$ cat config.mk
export PLATFORM = sky130hd
export DESIGN_NAME = io_cmd_core
export DESIGN_NICKNAME = d
export VERILOG_FILES = /design/src/pkg/io_cmd_pkg.sv /design/src/rtl/io_debounce.sv /design/src/rtl/io_cmd_core.sv
export SDC_FILE = /design/constraint.sdc
export NUM_CORES = 1
export LEC_CHECK = 0
export ABC_CLOCK_PERIOD_IN_PS = 4500
export BUFFER_PORTS_ARGS = -buffer_cell sky130_fd_sc_hd__buf_2
export CAP_MARGIN = 15
export CORE_MARGIN = 3
export CORE_UTILIZATION = 46
export DETAILED_ROUTE_END_ITERATION = 7
export HOLD_SLACK_MARGIN = 0.15
export MAX_ROUTING_LAYER = met4
export PLACE_DENSITY_LB_ADDON = 0.25
export SYNTH_ARGS = -nofsm -noshare
export SYNTH_HDL_FRONTEND = slang
export SYNTH_SLANG_ARGS = --single-unit
$ cat constraint.sdc
create_clock -name clk -period 4.5 [get_ports clk]
set_input_delay 0.9 -clock clk [delete_from_list [all_inputs] [get_ports clk]]
set_output_delay 0.9 -clock clk [all_outputs]
set_load 0.05 [all_outputs]
$ cat src/pkg/io_cmd_pkg.sv
// Purpose: constants for the control line, timer, debounce and sequencer block
// Assumes: 40 MHz clock, word registers on a plain strobe port
// Notes: Functional notes below
// Functional notes
// - line direction read returns 0 for input, 1 for output of selected line
// - line source codes 0,4,6,10,18,30 choose the selected line driver
// - line inversion 0 passes, 1 inverts the line output
// - user output level 0 low, 1 high, drives line when chosen
// - timer trigger source codes 0,4,6,22,30; 0 disables triggering
// - timer output stays active for duration 1 to 60,000,000 microseconds
// - after trigger, wait delay 0 to 60,000,000 microseconds before active
// - trigger activation 0 falling, 1 rising, 2 low level, 3 high level
// - timer reset clears progress, restarts timer, then acknowledges
// - timer status reads 0 idle, 1 waiting, 2 active
// - input line debounce interval 0 to 1,000,000 microseconds, readable
// - sequencer mode 0 disables, 1 enables sequencing
// - sequencer configuration mode entered by 1, left by 0, readable
// - sequencer set selector holds index 0 to 31
// - sequencer set count holds 1 to 32, readable
// - active sequencer set index 0 to 31 is readable
// - sequencer reset makes set 0 active
// - line selector 0 or 1 picks the line for direction, source, inversion
package io_cmd_pkg;
    // timing
    localparam int CLK_NS = 25;
    localparam int US_NS = 1000;
    localparam int CYC_PER_US = US_NS / CLK_NS;
    // register byte addresses
    localparam logic [7:0] A_LINE_SEL = 8'h00;
    localparam logic [7:0] A_LINE_DIR = 8'h04;
    localparam logic [7:0] A_LINE_SRC = 8'h08;
    localparam logic [7:0] A_LINE_INV = 8'h0c;
    localparam logic [7:0] A_USER_OUT = 8'h10;
    localparam logic [7:0] A_TMR_SRC = 8'h14;
    localparam logic [7:0] A_TMR_DUR = 8'h18;
    localparam logic [7:0] A_TMR_DLY = 8'h1c;
    localparam logic [7:0] A_TMR_ACT = 8'h20;
    localparam logic [7:0] A_TMR_RST = 8'h24;
    localparam logic [7:0] A_TMR_STAT = 8'h28;
    localparam logic [7:0] A_DBT = 8'h2c;
    localparam logic [7:0] A_SEQ_MODE = 8'h30;
    localparam logic [7:0] A_SEQ_CFG = 8'h34;
    localparam logic [7:0] A_SEQ_SEL = 8'h38;
    localparam logic [7:0] A_SEQ_CNT = 8'h3c;
    localparam logic [7:0] A_SEQ_ACT = 8'h40;
    localparam logic [7:0] A_SEQ_RST = 8'h44;
    // signal source codes
    localparam logic [4:0] SRC_OFF = 5'h00;
    localparam logic [4:0] SRC_FRAME = 5'h04;
    localparam logic [4:0] SRC_EXPO = 5'h06;
    localparam logic [4:0] SRC_USER = 5'h0a;
    localparam logic [4:0] SRC_TIMER = 5'h12;
    localparam logic [4:0] SRC_FIRST_INPUT_LINE = 5'h16;
    localparam logic [4:0] SRC_STROBE = 5'h1e;
    // activation codes
    localparam logic [1:0] ACT_FALL = 2'h0;
    localparam logic [1:0] ACT_RISE = 2'h1;
    localparam logic [1:0] ACT_LOW = 2'h2;
    localparam logic [1:0] ACT_HIGH = 2'h3;
    // limits and reset values
    localparam logic [25:0] TIME_MAX = 26'h3938700;
    localparam logic [19:0] DBT_MAX = 20'hf4240;
    localparam logic [25:0] DUR_RST = 26'h0000001;
    localparam logic [5:0] SEQ_CNT_MAX = 6'h20;
    localparam logic [5:0] SEQ_CNT_RST = 6'h01;
    localparam logic [1:0] LINE_DIR = 2'h2;
    // timer status, gray along idle-wait-delay-active
    typedef enum logic [1:0] {
        TS_IDLE = 2'h0,
        TS_WAIT = 2'h1,
        TS_DELAY = 2'h3,
        TS_ACTIVE = 2'h2
    } tmr_state_e;
endpackage

$ cat src/rtl/io_debounce.sv
// Purpose: synchronise and debounce the input line
// Assumes: us_tick is a one-cycle pulse each microsecond
// Notes: interval 0 passes the synchronised level straight through
`timescale 1ns/1ps
module io_debounce (
    // clock and reset
    input wire logic clk,
    input wire logic rst,
    // line and control
    input wire logic pin,
    input wire logic us_tick,
    input wire logic [19:0] interval,
    // filtered level
    output logic level_q
);
    logic s1_q, s2_q, level_d;
    logic [19:0] cnt_q, cnt_d;

    // next level: a new value must hold for the whole interval
    always_comb begin
        level_d = level_q;
        cnt_d = cnt_q;
        if (s2_q == level_q) begin
            cnt_d = 20'h0;
        end else if (interval == 20'h0) begin
            level_d = s2_q;
        end else if (us_tick) begin
            if (cnt_q + 20'h1 >= interval) begin
                level_d = s2_q;
                cnt_d = 20'h0;
            end else begin
                cnt_d = cnt_q + 20'h1;
            end
        end
    end

    // two-flop synchroniser and filter state
    always_ff @(posedge clk) begin
        if (rst) begin
            s1_q <= 1'b0;
            s2_q <= 1'b0;
            level_q <= 1'b0;
            cnt_q <= 20'h0;
        end else begin
            s1_q <= pin;
            s2_q <= s1_q;
            level_q <= level_d;
            cnt_q <= cnt_d;
        end
    end
endmodule

$ cat src/rtl/io_cmd_core.sv
// Purpose: command registers for control lines, timer, debounce and sequencer
// Assumes: one command at a time; reads answer the next cycle
// Notes: line 0 is input, line 1 output; ack or nak pulses after each write, nak only after a bad read
//
// The address-and-strobe port and the register offsets were decided locally.
`timescale 1ns/1ps
module io_cmd_core
    import io_cmd_pkg::*;
#(
    parameter int US_CYC = CYC_PER_US
) (
    // clock and reset
    input wire logic clk,
    input wire logic rst,
    // command port
    input wire logic [7:0] addr,
    input wire logic [31:0] wdata,
    input wire logic wr,
    input wire logic rd,
    output logic [31:0] rdata_q,
    output logic ack_q,
    output logic nak_q,
    // camera signals
    input wire logic frame_active,
    input wire logic exposure_active,
    input wire logic strobe,
    input wire logic first_input_line_pin,
    input wire logic seq_step,
    // outputs
    output logic [1:0] line_out_q,
    output logic [1:0] line_oe_q,
    output logic timer_out_q,
    output logic [4:0] seq_act_q,
    output logic seq_mode_q,
    output logic seq_cfg_q
);
    if (US_CYC < 1 || US_CYC > 63) begin : g_bad_div
        $error("US_CYC out of range");
    end

    // pick a source signal by its code; sig = {strobe,first_input_line,timer,user,expo,frame}
    function automatic logic pick(input logic [4:0] code, input logic [5:0] sig);
        unique case (code)
            SRC_FRAME: pick = sig[0];
            SRC_EXPO: pick = sig[1];
            SRC_USER: pick = sig[2];
            SRC_TIMER: pick = sig[3];
            SRC_FIRST_INPUT_LINE: pick = sig[4];
            SRC_STROBE: pick = sig[5];
            default: pick = 1'b0;
        endcase
    endfunction

    // is a 0/1 value
    function automatic logic is_bit(input logic [31:0] v);
        is_bit = (v[31:1] == 31'h0);
    endfunction

    logic line_sel_q, line_sel_d, user_out_q, user_out_d, seq_mode_d, seq_cfg_d;
    logic [1:0] line_inv_q, line_inv_d, tact_q, tact_d;
    logic [4:0] line_src_q [2];
    logic [4:0] line_src_d [2];
    logic [4:0] tsrc_q, tsrc_d, seq_sel_q, seq_sel_d, seq_act_d;
    logic [25:0] tdur_q, tdur_d, tdly_q, tdly_d;
    logic [19:0] dbt_q, dbt_d;
    logic [5:0] seq_cnt_q, seq_cnt_d;
    logic ok, bad, tmr_restart, seq_rst;
    logic [31:0] rdata_d;
    logic first_input_line_f, trig_sig, trig_prev_q, trig_hit;
    logic [5:0] sig;
    logic [5:0] fdiv_q, fdiv_d, pre_q, pre_d;
    logic us_free, us_tick;
    logic [25:0] cnt_q, cnt_d;
    tmr_state_e tst_q, tst_d;
    logic [1:0] line_out_d, line_oe_d;

    // command decode and settings, with range checks
    always_comb begin
        line_sel_d = line_sel_q;
        line_src_d = line_src_q;
        line_inv_d = line_inv_q;
        user_out_d = user_out_q;
        tsrc_d = tsrc_q;
        tdur_d = tdur_q;
        tdly_d = tdly_q;
        tact_d = tact_q;
        dbt_d = dbt_q;
        seq_mode_d = seq_mode_q;
        seq_cfg_d = seq_cfg_q;
        seq_sel_d = seq_sel_q;
        seq_cnt_d = seq_cnt_q;
        ok = 1'b0;
        tmr_restart = 1'b0;
        seq_rst = 1'b0;
        if (wr) begin
            unique case (addr)
                A_LINE_SEL: ok = is_bit(wdata);
                A_LINE_SRC: ok = (wdata[31:5] == 27'h0) &&
                    (wdata[4:0] inside {SRC_OFF, SRC_FRAME, SRC_EXPO,
                     SRC_USER, SRC_TIMER, SRC_STROBE});
                A_LINE_INV: ok = is_bit(wdata);
                A_USER_OUT: ok = is_bit(wdata);
                A_TMR_SRC: ok = (wdata[31:5] == 27'h0) &&
                    (wdata[4:0] inside {SRC_OFF, SRC_FRAME, SRC_EXPO,
                     SRC_FIRST_INPUT_LINE, SRC_STROBE});
                A_TMR_DUR: ok = (wdata != 32'h0) &&
                    (wdata <= {6'h0, TIME_MAX});
                A_TMR_DLY: ok = (wdata <= {6'h0, TIME_MAX});
                A_TMR_ACT: ok = (wdata[31:2] == 30'h0);
                A_TMR_RST: ok = 1'b1;
                A_DBT: ok = (wdata <= {12'h0, DBT_MAX});
                A_SEQ_MODE: ok = is_bit(wdata);
                A_SEQ_CFG: ok = is_bit(wdata);
                A_SEQ_SEL: ok = (wdata[31:5] == 27'h0);
                A_SEQ_CNT: ok = (wdata != 32'h0) &&
                    (wdata <= {26'h0, SEQ_CNT_MAX});
                A_SEQ_RST: ok = 1'b1;
                default: ok = 1'b0;
            endcase
            if (ok) begin
                unique case (addr)
                    A_LINE_SEL: line_sel_d = wdata[0];
                    A_LINE_SRC: line_src_d[line_sel_q] = wdata[4:0];
                    A_LINE_INV: line_inv_d[line_sel_q] = wdata[0];
                    A_USER_OUT: user_out_d = wdata[0];
                    A_TMR_SRC: tsrc_d = wdata[4:0];
                    A_TMR_DUR: tdur_d = wdata[25:0];
                    A_TMR_DLY: tdly_d = wdata[25:0];
                    A_TMR_ACT: tact_d = wdata[1:0];
                    A_TMR_RST: tmr_restart = 1'b1;
                    A_DBT: dbt_d = wdata[19:0];
                    A_SEQ_MODE: seq_mode_d = wdata[0];
                    A_SEQ_CFG: seq_cfg_d = wdata[0];
                    A_SEQ_SEL: seq_sel_d = wdata[4:0];
                    A_SEQ_CNT: seq_cnt_d = wdata[5:0];
                    default: seq_rst = 1'b1;
                endcase
            end
        end
    end

    // read mux; unmapped and write-only addresses read zero and nak
    always_comb begin
        rdata_d = 32'h0;
        bad = wr && !ok;
        if (rd) begin
            unique case (addr)
                A_LINE_SEL: rdata_d = {31'h0, line_sel_q};
                A_LINE_DIR: rdata_d = {31'h0, LINE_DIR[line_sel_q]};
                A_LINE_SRC: rdata_d = {27'h0, line_src_q[line_sel_q]};
                A_LINE_INV: rdata_d = {31'h0, line_inv_q[line_sel_q]};
                A_USER_OUT: rdata_d = {31'h0, user_out_q};
                A_TMR_SRC: rdata_d = {27'h0, tsrc_q};
                A_TMR_DUR: rdata_d = {6'h0, tdur_q};
                A_TMR_DLY: rdata_d = {6'h0, tdly_q};
                A_TMR_ACT: rdata_d = {30'h0, tact_q};
                A_TMR_STAT: rdata_d = (tst_q == TS_IDLE) ? 32'h0 :
                    (tst_q == TS_ACTIVE) ? 32'h2 : 32'h1;
                A_DBT: rdata_d = {12'h0, dbt_q};
                A_SEQ_MODE: rdata_d = {31'h0, seq_mode_q};
                A_SEQ_CFG: rdata_d = {31'h0, seq_cfg_q};
                A_SEQ_SEL: rdata_d = {27'h0, seq_sel_q};
                A_SEQ_CNT: rdata_d = {26'h0, seq_cnt_q};
                A_SEQ_ACT: rdata_d = {27'h0, seq_act_q};
                default: bad = 1'b1;
            endcase
        end
    end

    // settings and answer registers
    always_ff @(posedge clk) begin
        if (rst) begin
            line_sel_q <= 1'b0;
            line_src_q <= '{SRC_OFF, SRC_OFF};
            line_inv_q <= 2'h0;
            user_out_q <= 1'b0;
            tsrc_q <= SRC_OFF;
            tdur_q <= DUR_RST;
            tdly_q <= 26'h0;
            tact_q <= ACT_RISE;
            dbt_q <= 20'h0;
            seq_mode_q <= 1'b0;
            seq_cfg_q <= 1'b0;
            seq_sel_q <= 5'h0;
            seq_cnt_q <= SEQ_CNT_RST;
            rdata_q <= 32'h0;
            ack_q <= 1'b0;
            nak_q <= 1'b0;
        end else begin
            line_sel_q <= line_sel_d;
            line_src_q <= line_src_d;
            line_inv_q <= line_inv_d;
            user_out_q <= user_out_d;
            tsrc_q <= tsrc_d;
            tdur_q <= tdur_d;
            tdly_q <= tdly_d;
            tact_q <= tact_d;
            dbt_q <= dbt_d;
            seq_mode_q <= seq_mode_d;
            seq_cfg_q <= seq_cfg_d;
            seq_sel_q <= seq_sel_d;
            seq_cnt_q <= seq_cnt_d;
            rdata_q <= rdata_d;
            ack_q <= wr && ok;
            nak_q <= bad;
        end
    end

    // free microsecond tick for the debounce filter
    assign fdiv_d = us_free ? 6'h0 : fdiv_q + 6'h1;
    assign us_free = (fdiv_q == 6'(US_CYC - 1));

    io_debounce u_deb (
        .clk(clk),
        .rst(rst),
        .pin(first_input_line_pin),
        .us_tick(us_free),
        .interval(dbt_q),
        .level_q(first_input_line_f)
    );

    assign sig = {strobe, first_input_line_f, timer_out_q, user_out_q, exposure_active, frame_active};
    assign trig_sig = pick(tsrc_q, sig);
    assign us_tick = (pre_q == 6'(US_CYC - 1));

    // timer: trigger qualify, delay, active phase
    always_comb begin
        tst_d = tst_q;
        cnt_d = us_tick ? cnt_q + 26'h1 : cnt_q;
        pre_d = us_tick ? 6'h0 : pre_q + 6'h1;
        unique case (tact_q)
            ACT_FALL: trig_hit = trig_prev_q && !trig_sig;
            ACT_RISE: trig_hit = !trig_prev_q && trig_sig;
            ACT_LOW: trig_hit = !trig_sig;
            ACT_HIGH: trig_hit = trig_sig;
        endcase
        unique case (tst_q)
            TS_IDLE: if (tsrc_q != SRC_OFF) tst_d = TS_WAIT;
            TS_WAIT: begin
                if (trig_hit) begin
                    tst_d = (tdly_q == 26'h0) ? TS_ACTIVE : TS_DELAY;
                end
            end
            TS_DELAY: if (us_tick && cnt_q + 26'h1 >= tdly_q) tst_d = TS_ACTIVE;
            TS_ACTIVE: if (us_tick && cnt_q + 26'h1 >= tdur_q) tst_d = TS_WAIT;
        endcase
        if (tsrc_q == SRC_OFF) begin
            tst_d = TS_IDLE;
        end
        if (tmr_restart) begin
            tst_d = (tsrc_q == SRC_OFF) ? TS_IDLE : TS_WAIT;
        end
        if (tst_d != tst_q || tmr_restart) begin
            cnt_d = 26'h0;
            pre_d = 6'h0;
        end
    end

    // sequencer set stepping with wrap at the set count
    always_comb begin
        seq_act_d = seq_act_q;
        if (seq_rst) begin
            seq_act_d = 5'h0;
        end else if (seq_step && seq_mode_q && !seq_cfg_q) begin
            seq_act_d = ({1'b0, seq_act_q} + 6'h1 >= seq_cnt_q) ? 5'h0 :
                seq_act_q + 5'h1;
        end
    end

    // line drivers: source pick, then inversion, only on output lines
    for (genvar i = 0; i < 2; i++) begin : g_line
        assign line_out_d[i] = (line_src_q[i] != SRC_OFF) &&
            (pick(line_src_q[i], sig) ^ line_inv_q[i]);
        assign line_oe_d[i] = LINE_DIR[i] && (line_src_q[i] != SRC_OFF);
    end

    // timer, sequencer and line registers
    always_ff @(posedge clk) begin
        if (rst) begin
            fdiv_q <= 6'h0;
            pre_q <= 6'h0;
            cnt_q <= 26'h0;
            tst_q <= TS_IDLE;
            trig_prev_q <= 1'b0;
            timer_out_q <= 1'b0;
            seq_act_q <= 5'h0;
            line_out_q <= 2'h0;
            line_oe_q <= 2'h0;
        end else begin
            fdiv_q <= fdiv_d;
            pre_q <= pre_d;
            cnt_q <= cnt_d;
            tst_q <= tst_d;
            trig_prev_q <= trig_sig;
            timer_out_q <= (tst_d == TS_ACTIVE);
            seq_act_q <= seq_act_d;
            line_out_q <= line_out_d & line_oe_d;
            line_oe_q <= line_oe_d;
        end
    end

    logic [31:0] act_len_q;
    always_ff @(posedge clk) begin
        act_len_q <= timer_out_q ? act_len_q + 32'h1 : 32'h0;
    end

    // marks an active period cut short by a restart, a source off or a new duration
    logic cut_q;
    always_ff @(posedge clk) begin
        cut_q <= timer_out_q && (cut_q || tmr_restart || tsrc_q == SRC_OFF ||
            tdur_d != tdur_q);
    end
endmodule

==> results of run 1 <==
registers in the layout, summed over array words and instances (netlist names), 6 cells and up:
| signal | count |
|---|---|
| u_deb.cnt_q | 20 |
| fdiv_q | 6 |
| tdur_q | 26 |
| pre_q | 6 |
| seq_cnt_q | 6 |
| line_src_q | 10 |
| rdata_q | 26 |
| cnt_q | 26 |
| dbt_q | 20 |
| tdly_q | 26 |
power by group through the flow:
stage	registers (mW)	logic [mW]	clock network (mW)
CTS	1.83	0.154	1.94
global route	1.83	0.168	2.02
global placement	1.87	0.153	0
floorplan	1.88	0.0933	0
detailed placement	1.87	0.154	0
finish	1.84	0.156	1.90
metal layers:
metal / share of wire / GRT usage
met3: 0.061 / 0.03632
met2: 0.45 / 0.3515
met5: 0 / -
met1: 0.47 / 0.3176
met4: 0.027 / 0.05775
through the flow:
step                instances  power (mW)  hold WS, ns
floorplan                1397       1.969       0.4138
global placement         1756       2.027       0.4288
detailed placement       1756       2.029       0.4472
CTS                      1795       3.928       0.4563
global route             1795       4.023       0.4768
finish                   1795       3.890       0.4522
area by class of cell:
type	count	area, um2	area share
clock buffer	34	709.4	0.05307
clock inverter	5	56.30	0.004212
inverter	85	319.1	0.02387
multi-input combinational	1026	7139	0.5341
sequential	206	4124	0.3085
tap	330	412.9	0.03089
timing repair buffer	109	605.6	0.04531
cell usage after synthesis (11+ instances only):
cell type,instances,area share
dfxtp_1,206,0.35
nor2_1,201,0.063
mux2i_1,108,0.091
nand2_1,88,0.028
inv_1,85,0.027
ha_1,83,0.087
clkbuf_1,54,0.017
a21oi_1,51,0.021
xor2_1,46,0.034
xnor2_1,43,0.032
nand3_1,40,0.017
nand4_1,30,0.016
nor3_1,28,0.012
nor4_1,28,0.015
a22oi_1,27,0.017
o21ai_0,25,0.010
a21o_1,19,0.012
and3_1,19,0.010
nand2b_1,19,0.010
buf_4,13,0.0082
nor2b_1,11,0.0058
logic make-up (layout without fill, tap and decap cells):
| kind of cell | count (synthesis) | in the layout | synth area share |
|---|---|---|---|
| compound gates | 206 | 206 | 0.1259 |
| mux | 110 | 110 | 0.09248 |
| simple gates | 530 | 530 | 0.2217 |
| fa+ha+maj | 83 | 83 | 0.08703 |
| flops | 206 | 206 | 0.3456 |
| other cells | 1 | 8 | 0.0003143 |
| xor+xnor | 89 | 89 | 0.06532 |
| buf+inv | 165 | 233 | 0.06165 |
critical path, delay by kind of cell (launching register included):
kind            cells  cell delay [ns]
xor+xnor            1             0.21
fa+ha+maj           2             0.52
buf+inv             2             0.43
flops               1             0.44
simple gates       10             1.83
compound gates      2             0.48
worst min-delay path by stage:
stage / startpoint / endpoint / slack [ns] / depth (start not counted)
after global placement: u_deb.s1_q / u_deb.s2_q / 0.43 / 1
after CTS: fdiv_q[0] / fdiv_q[0] / 0.46 / 1
after global routing: u_deb.s1_q / u_deb.s2_q / 0.48 / 1
after floorplan: u_deb.s1_q / u_deb.s2_q / 0.41 / 1
final: fdiv_q[0] / fdiv_q[0] / 0.45 / 1
after detailed placement: u_deb.s1_q / u_deb.s2_q / 0.45 / 1
cells in the final DEF, fill, tap and decap left out, types with 25 or more instances in the layout:
cell / Yosys / routed
xnor2_1: 43 / 43
xor2_1: 46 / 46
a21oi_1: 51 / 51
buf_2: 4 / 85
nand3_1: 40 / 40
nor2_1: 201 / 199
a22oi_1: 27 / 27
nor4_1: 28 / 28
mux2i_1: 108 / 108
clkbuf_16: 0 / 25
nor3_1: 28 / 28
inv_1: 85 / 85
o21ai_0: 25 / 25
nand4_1: 30 / 30
nand2_1: 88 / 88
dfxtp_1: 206 / 206
ha_1: 83 / 83
==> flow_summary.toml, run 1 <==
[outcome]
status = "complete, no violations"

[placement]
port-buffer-count = 86
place_ws_ns = 0.5346
gp_congestion = 0.9158
dpl-instance-area_um2 = 12600
place_hpwl_um = 23750

[power_and_ir_drop]
p_clk_frac = 0.488
pwr-share-comb = 0.040
p_per_area_nw_per_um2 = 291.1
intPower_mw = 3.015
seqPwrFrac = 0.472
p_sw_mw = 0.8752
irDropWorstVdd_mv = 0.3297
leakagePower_nw = 5.852
switching_share = 0.2250

[worst_setup_path]
critPathMaxStageDelay_ns = 0.44
crit_top_cell = "nor3_1"
r2r_start = "cnt_q[0]"
crit_path_end = "pre_q[3]"
crit_path_start = "cnt_q[0]"
reg2reg_depth = 17
path_max_fanout = 32
worst_path_max_delay_cell = "dfxtp_1"
cp_data_required_time_ns = 4.94
path_class = "register to register"
worstPathArrival_ns = 4.41
end_kind = "register"
rrSetupSlack_ns = 0.52
reg2reg_to = "pre_q[3]"
cp-start-kind = "register"
cp_cell_sequence = "ha_1, nand3_1, nor3_1, nand4_1, nor3_1, buf_4, xor2_1, ha_1, and4_1, nand3_1, nor2_1, a211oi_1, a21oi_1, nor3_1, nand4_1, buf_4, nor3_1"

[timing]
rsz0062_at_grt = "no"
clock_skew_ns = 0.01409
maxSlewHeadroom = 0.2589
tightest_slew_ns = 1.112
fin_ws_ns = 0.5236
finalMaxSlewViolations = 0
max_clock_freq_mhz = 251.5
fin_crit_ns = 3.976
fin_setup_tns_ns = 0
setup_viol = 0
period_share = 0.8836
hold_viol_final = 0

[logic_synthesis]
ys_warn_count = 0
ys_async_sr_fraction = 0
syn_area_um2 = 11930
syn_inst = 1390
synth_seq_cells = 206
synth-edff-count = 0
synth_area_per_cell_um2 = 8.585
yosysSeqAreaShare = 0.3456
ys_types = 71
ys.flop_type = "dfxtp_1"

[clock_network]
ctsResizeCount = 0
clk_pin_slew_ns = 0.06
numCtsBuffers = 24
cts-root-buf = "clkbuf_16"
post_cts_buffers = 0
cts_buffer_depth = 3
clk_latency_ns = 0.52
cts_tree = "built"
htreeDepth = 1
ctsHoldBuffers = 0
clkSinkCount = 206

[floorplan]
die-height_um = 167.1
io_pins = 95
die_area_um2 = 27910
die_w_um = 167.1
rows = 58
start_util = 0.4711
coreArea_um2 = 25330

[route]
routedWlPerCell_um = 17.83
detail-route-antenna-nets = 0
num_vias = 10140
wirelength_um = 32000
dr.pass1.iters = 5
drcViolationCount = 0
routed_via_density = 5.650
drt_iter0_drc = 850

[global_route]
gr-total-overflow = 0
grt_pass1_wl_um = 51710
antenna_found_initial = 0
grt_util_all_layers = 0.2292
grt_pass1_vias = 9703
grt_max_degree = 89

[layout]
final_core_util = 0.5278
final_nets = 1584
drive_above_1_share = 0.1126
fin_area_um2 = 13370
n_antenna_cell = 0
fill_cells = 2378
area_delta_synth_final_pct = 12.02

[hold_path]
hold_path_class = "register to register"

[flow_run]
maxCapViolations = 0
(Power assumes the default switching activity.)
==> run 2, diff against run 1 <==
ABC_AREA = 1   (was not set)
==> run 2 against run 1 <==
Compared with the run above:
- first-iteration DRC count increased by 16%
- area after synthesis up 1.6%
- critical endpoint is now cnt_q[22]
- synthesized cell count rose by 25%
- largest cell class unchanged
- clock power hardly changed
- flip-flop and latch count is the same
==> flow_summary.toml, run 2 <==
[outcome]
status = "complete, no violations"

[layout]
fill_cells = 2511
layout_commonest_cell = "nand2_1"
drive_above_1_share = 0.1101
area_delta_synth_final_pct = 11.80
fin_cells = 2157
final_nets = 1943
fin_area_um2 = 13560
final_cell_mix = "nand2_1, inv_1, dfxtp_1, nor2_1, a21oi_1"

[worst_setup_path]
worstPathArrival_ns = 4.55
path_max_fanout = 13
end_kind = "register"
cp_data_required_time_ns = 4.95
path_class = "register to register"
cp-start-kind = "register"

[logic_synthesis]
synth_top_area_share = 0.3400
ys.flop_type = "dfxtp_1"
yosysSeqAreaShare = 0.3400
synth_area_per_cell_um2 = 6.963
synthTopCellsByCount = "nand2_1, inv_1, dfxtp_1"
ys_warn_count = 0
synth_seq_cells = 206
ys_async_sr_fraction = 0
ys_types = 53
synth-edff-count = 0
yosys.area.top_type = "dfxtp_1"
syn_area_um2 = 12130
yosysMostFrequentCell = "nand2_1"
syn_inst = 1742
synthTopCellsByArea = "dfxtp_1, nand2_1, ha_1"

[power_and_ir_drop]
p_per_area_nw_per_um2 = 288.4
irDropWorstVdd_mv = 0.3271
total_power_mw = 3.910
leakagePower_nw = 5.759

[clock_network]
cts_buffer_depth = 3
numCtsBuffers = 24
clk_latency_ns = 0.52
htreeDepth = 1
clk_pin_slew_ns = 0.05
cts_tree = "built"
cts-root-buf = "clkbuf_16"
clkSinkCount = 206

[global_route]
grt_util_met2 = 0.3892
grt_max_degree = 81
gr-total-overflow = 0
busiest_layer = "met2"
use_met3 = 0.03005
grt.met1_usage = 0.3252
grt_pass1_wl_um = 54760
antenna_found_initial = 1
grt_util_all_layers = 0.2421
grt_pass1_vias = 10480

[timing]
max_clock_freq_mhz = 243.9
setup_viol = 0
fin_setup_tns_ns = 0
maxSlewHeadroom = 0.4116
hold_viol_final = 0
finalMaxSlewViolations = 0
tightest_slew_ns = 0.8795
fin_crit_ns = 4.101
period_share = 0.9112
clock_skew_ns = 0.01450

[floorplan]
die_w_um = 168.4
rows = 58
die-height_um = 168.4
die_area_um2 = 28350
start_util = 0.4748
io_pins = 95
coreArea_um2 = 25540

[route]
drt_iter0_drc = 984
drcViolationCount = 0
detail-route-antenna-nets = 0
routedWlPerCell_um = 15.93
dr.pass1.iters = 5
num_vias = 11410
wirelength_um = 34370
routed_via_density = 5.289

[placement]
gp_congestion = 0.9874
port-buffer-count = 86
place_hpwl_um = 26060
placed_cells = 2113
dpl-instance-area_um2 = 12780

[flow_run]
maxCapViolations = 0

[hold_path]
hold_path_class = "register to register"
[run 2: changes by cell type after synthesis, sizes merged, moves of 27 or more]
cell and delta:
a21oi +135, o21ai +97, a22oi -27, mux2i -108, xnor2 -31, nand2 +283
inv +157
[run 2: per-stage QoR]
stage / utilization / hold slack (ns) / worst slack, ns
2_1_floorplan: - / 0.3883 / 1.116
3_3_place_gp: 0.5002 / 0.4037 / 0.5747
3_5_place_dp: 0.5002 / 0.3993 / 0.2959
4_1_cts: 0.5292 / 0.4106 / 0.2384
5_1_grt: 0.5308 / 0.4409 / -0.02095
6_report: 0.5309 / 0.4092 / 0.3995
[run 2: cells by family after synthesis]
| family | Yosys count | share of synthesized area |
|---|---|---|
| buf+inv | 310 | 0.1024 |
| other cells | 1 | 0.0003092 |
| fa+ha+maj | 83 | 0.08562 |
| simple gates | 712 | 0.2634 |
| compound gates | 382 | 0.1736 |
| xor+xnor | 48 | 0.03466 |
| flops | 206 | 0.3400 |
[run 2: what timing repair did]
item,CTS,global route
setup endpoints to repair,0,29
hold buffers,0,0
hold endpoints to repair,0,0
setup buffers,0,1
resized for setup,0,3
[run 2: where the power goes]
| part | total [mW] | switching [mW] | internal [mW] |
|---|---|---|---|
| logic | 0.199 | 0.147 | 0.0515 |
| registers | 1.83 | 0.00428 | 1.83 |
| clock network | 1.88 | 0.761 | 1.12 |
[run 2: worst paths after layout]
path	slack [ns]	cells past startpoint	endpoint	from
max	0.40	24	cnt_q[22]	cnt_q[0]
min	0.41	2	u_deb.s2_q	u_deb.s1_q
max reg2reg	0.40	24	cnt_q[22]	cnt_q[0]
min reg2reg	0.41	2	u_deb.s2_q	u_deb.s1_q
[run 2: area by class of cell]
type / count / area [um2] / area share
multi-input cells: 1234 / 6819 / 0.5029
diodes: 2 / 5.005 / 0.0003691
flip-flops and latches: 206 / 4124 / 0.3041
repair buffers: 100 / 535.5 / 0.03949
well taps: 330 / 412.9 / 0.03045
clock inverters: 3 / 40.04 / 0.002953
inverters: 245 / 923.4 / 0.06809
clock buffers: 37 / 700.7 / 0.05167
[run 2: per-layer routing]
metal,part of all wire,vias to the layer above
met2,0.46,301
met4,0.026,0
met3,0.062,72
li1,-,5831
met5,0,-
met1,0.45,5204
[run 2: worst max-delay path, stage by stage (launching register included)]
cell,delay (ns)
dfxtp_1,0.42
ha_1,0.21
nand3_1,0.12
nor2_1,0.21
nand3_1,0.22
nor3_2,0.22
nand2_1,0.13
inv_2,0.08
nand4_2,0.13
nor3_2,0.20
xor2_2,0.23
ha_1,0.27
nand2_1,0.09
nor2_1,0.07
nand4_1,0.11
nor2_1,0.05
nor2_1,0.09
nand3_1,0.08
nand2_1,0.11
nand3_1,0.08
nor2_1,0.13
nand2_2,0.08
nand3_1,0.22
nand3_4,0.29
a21oi_2,0.19
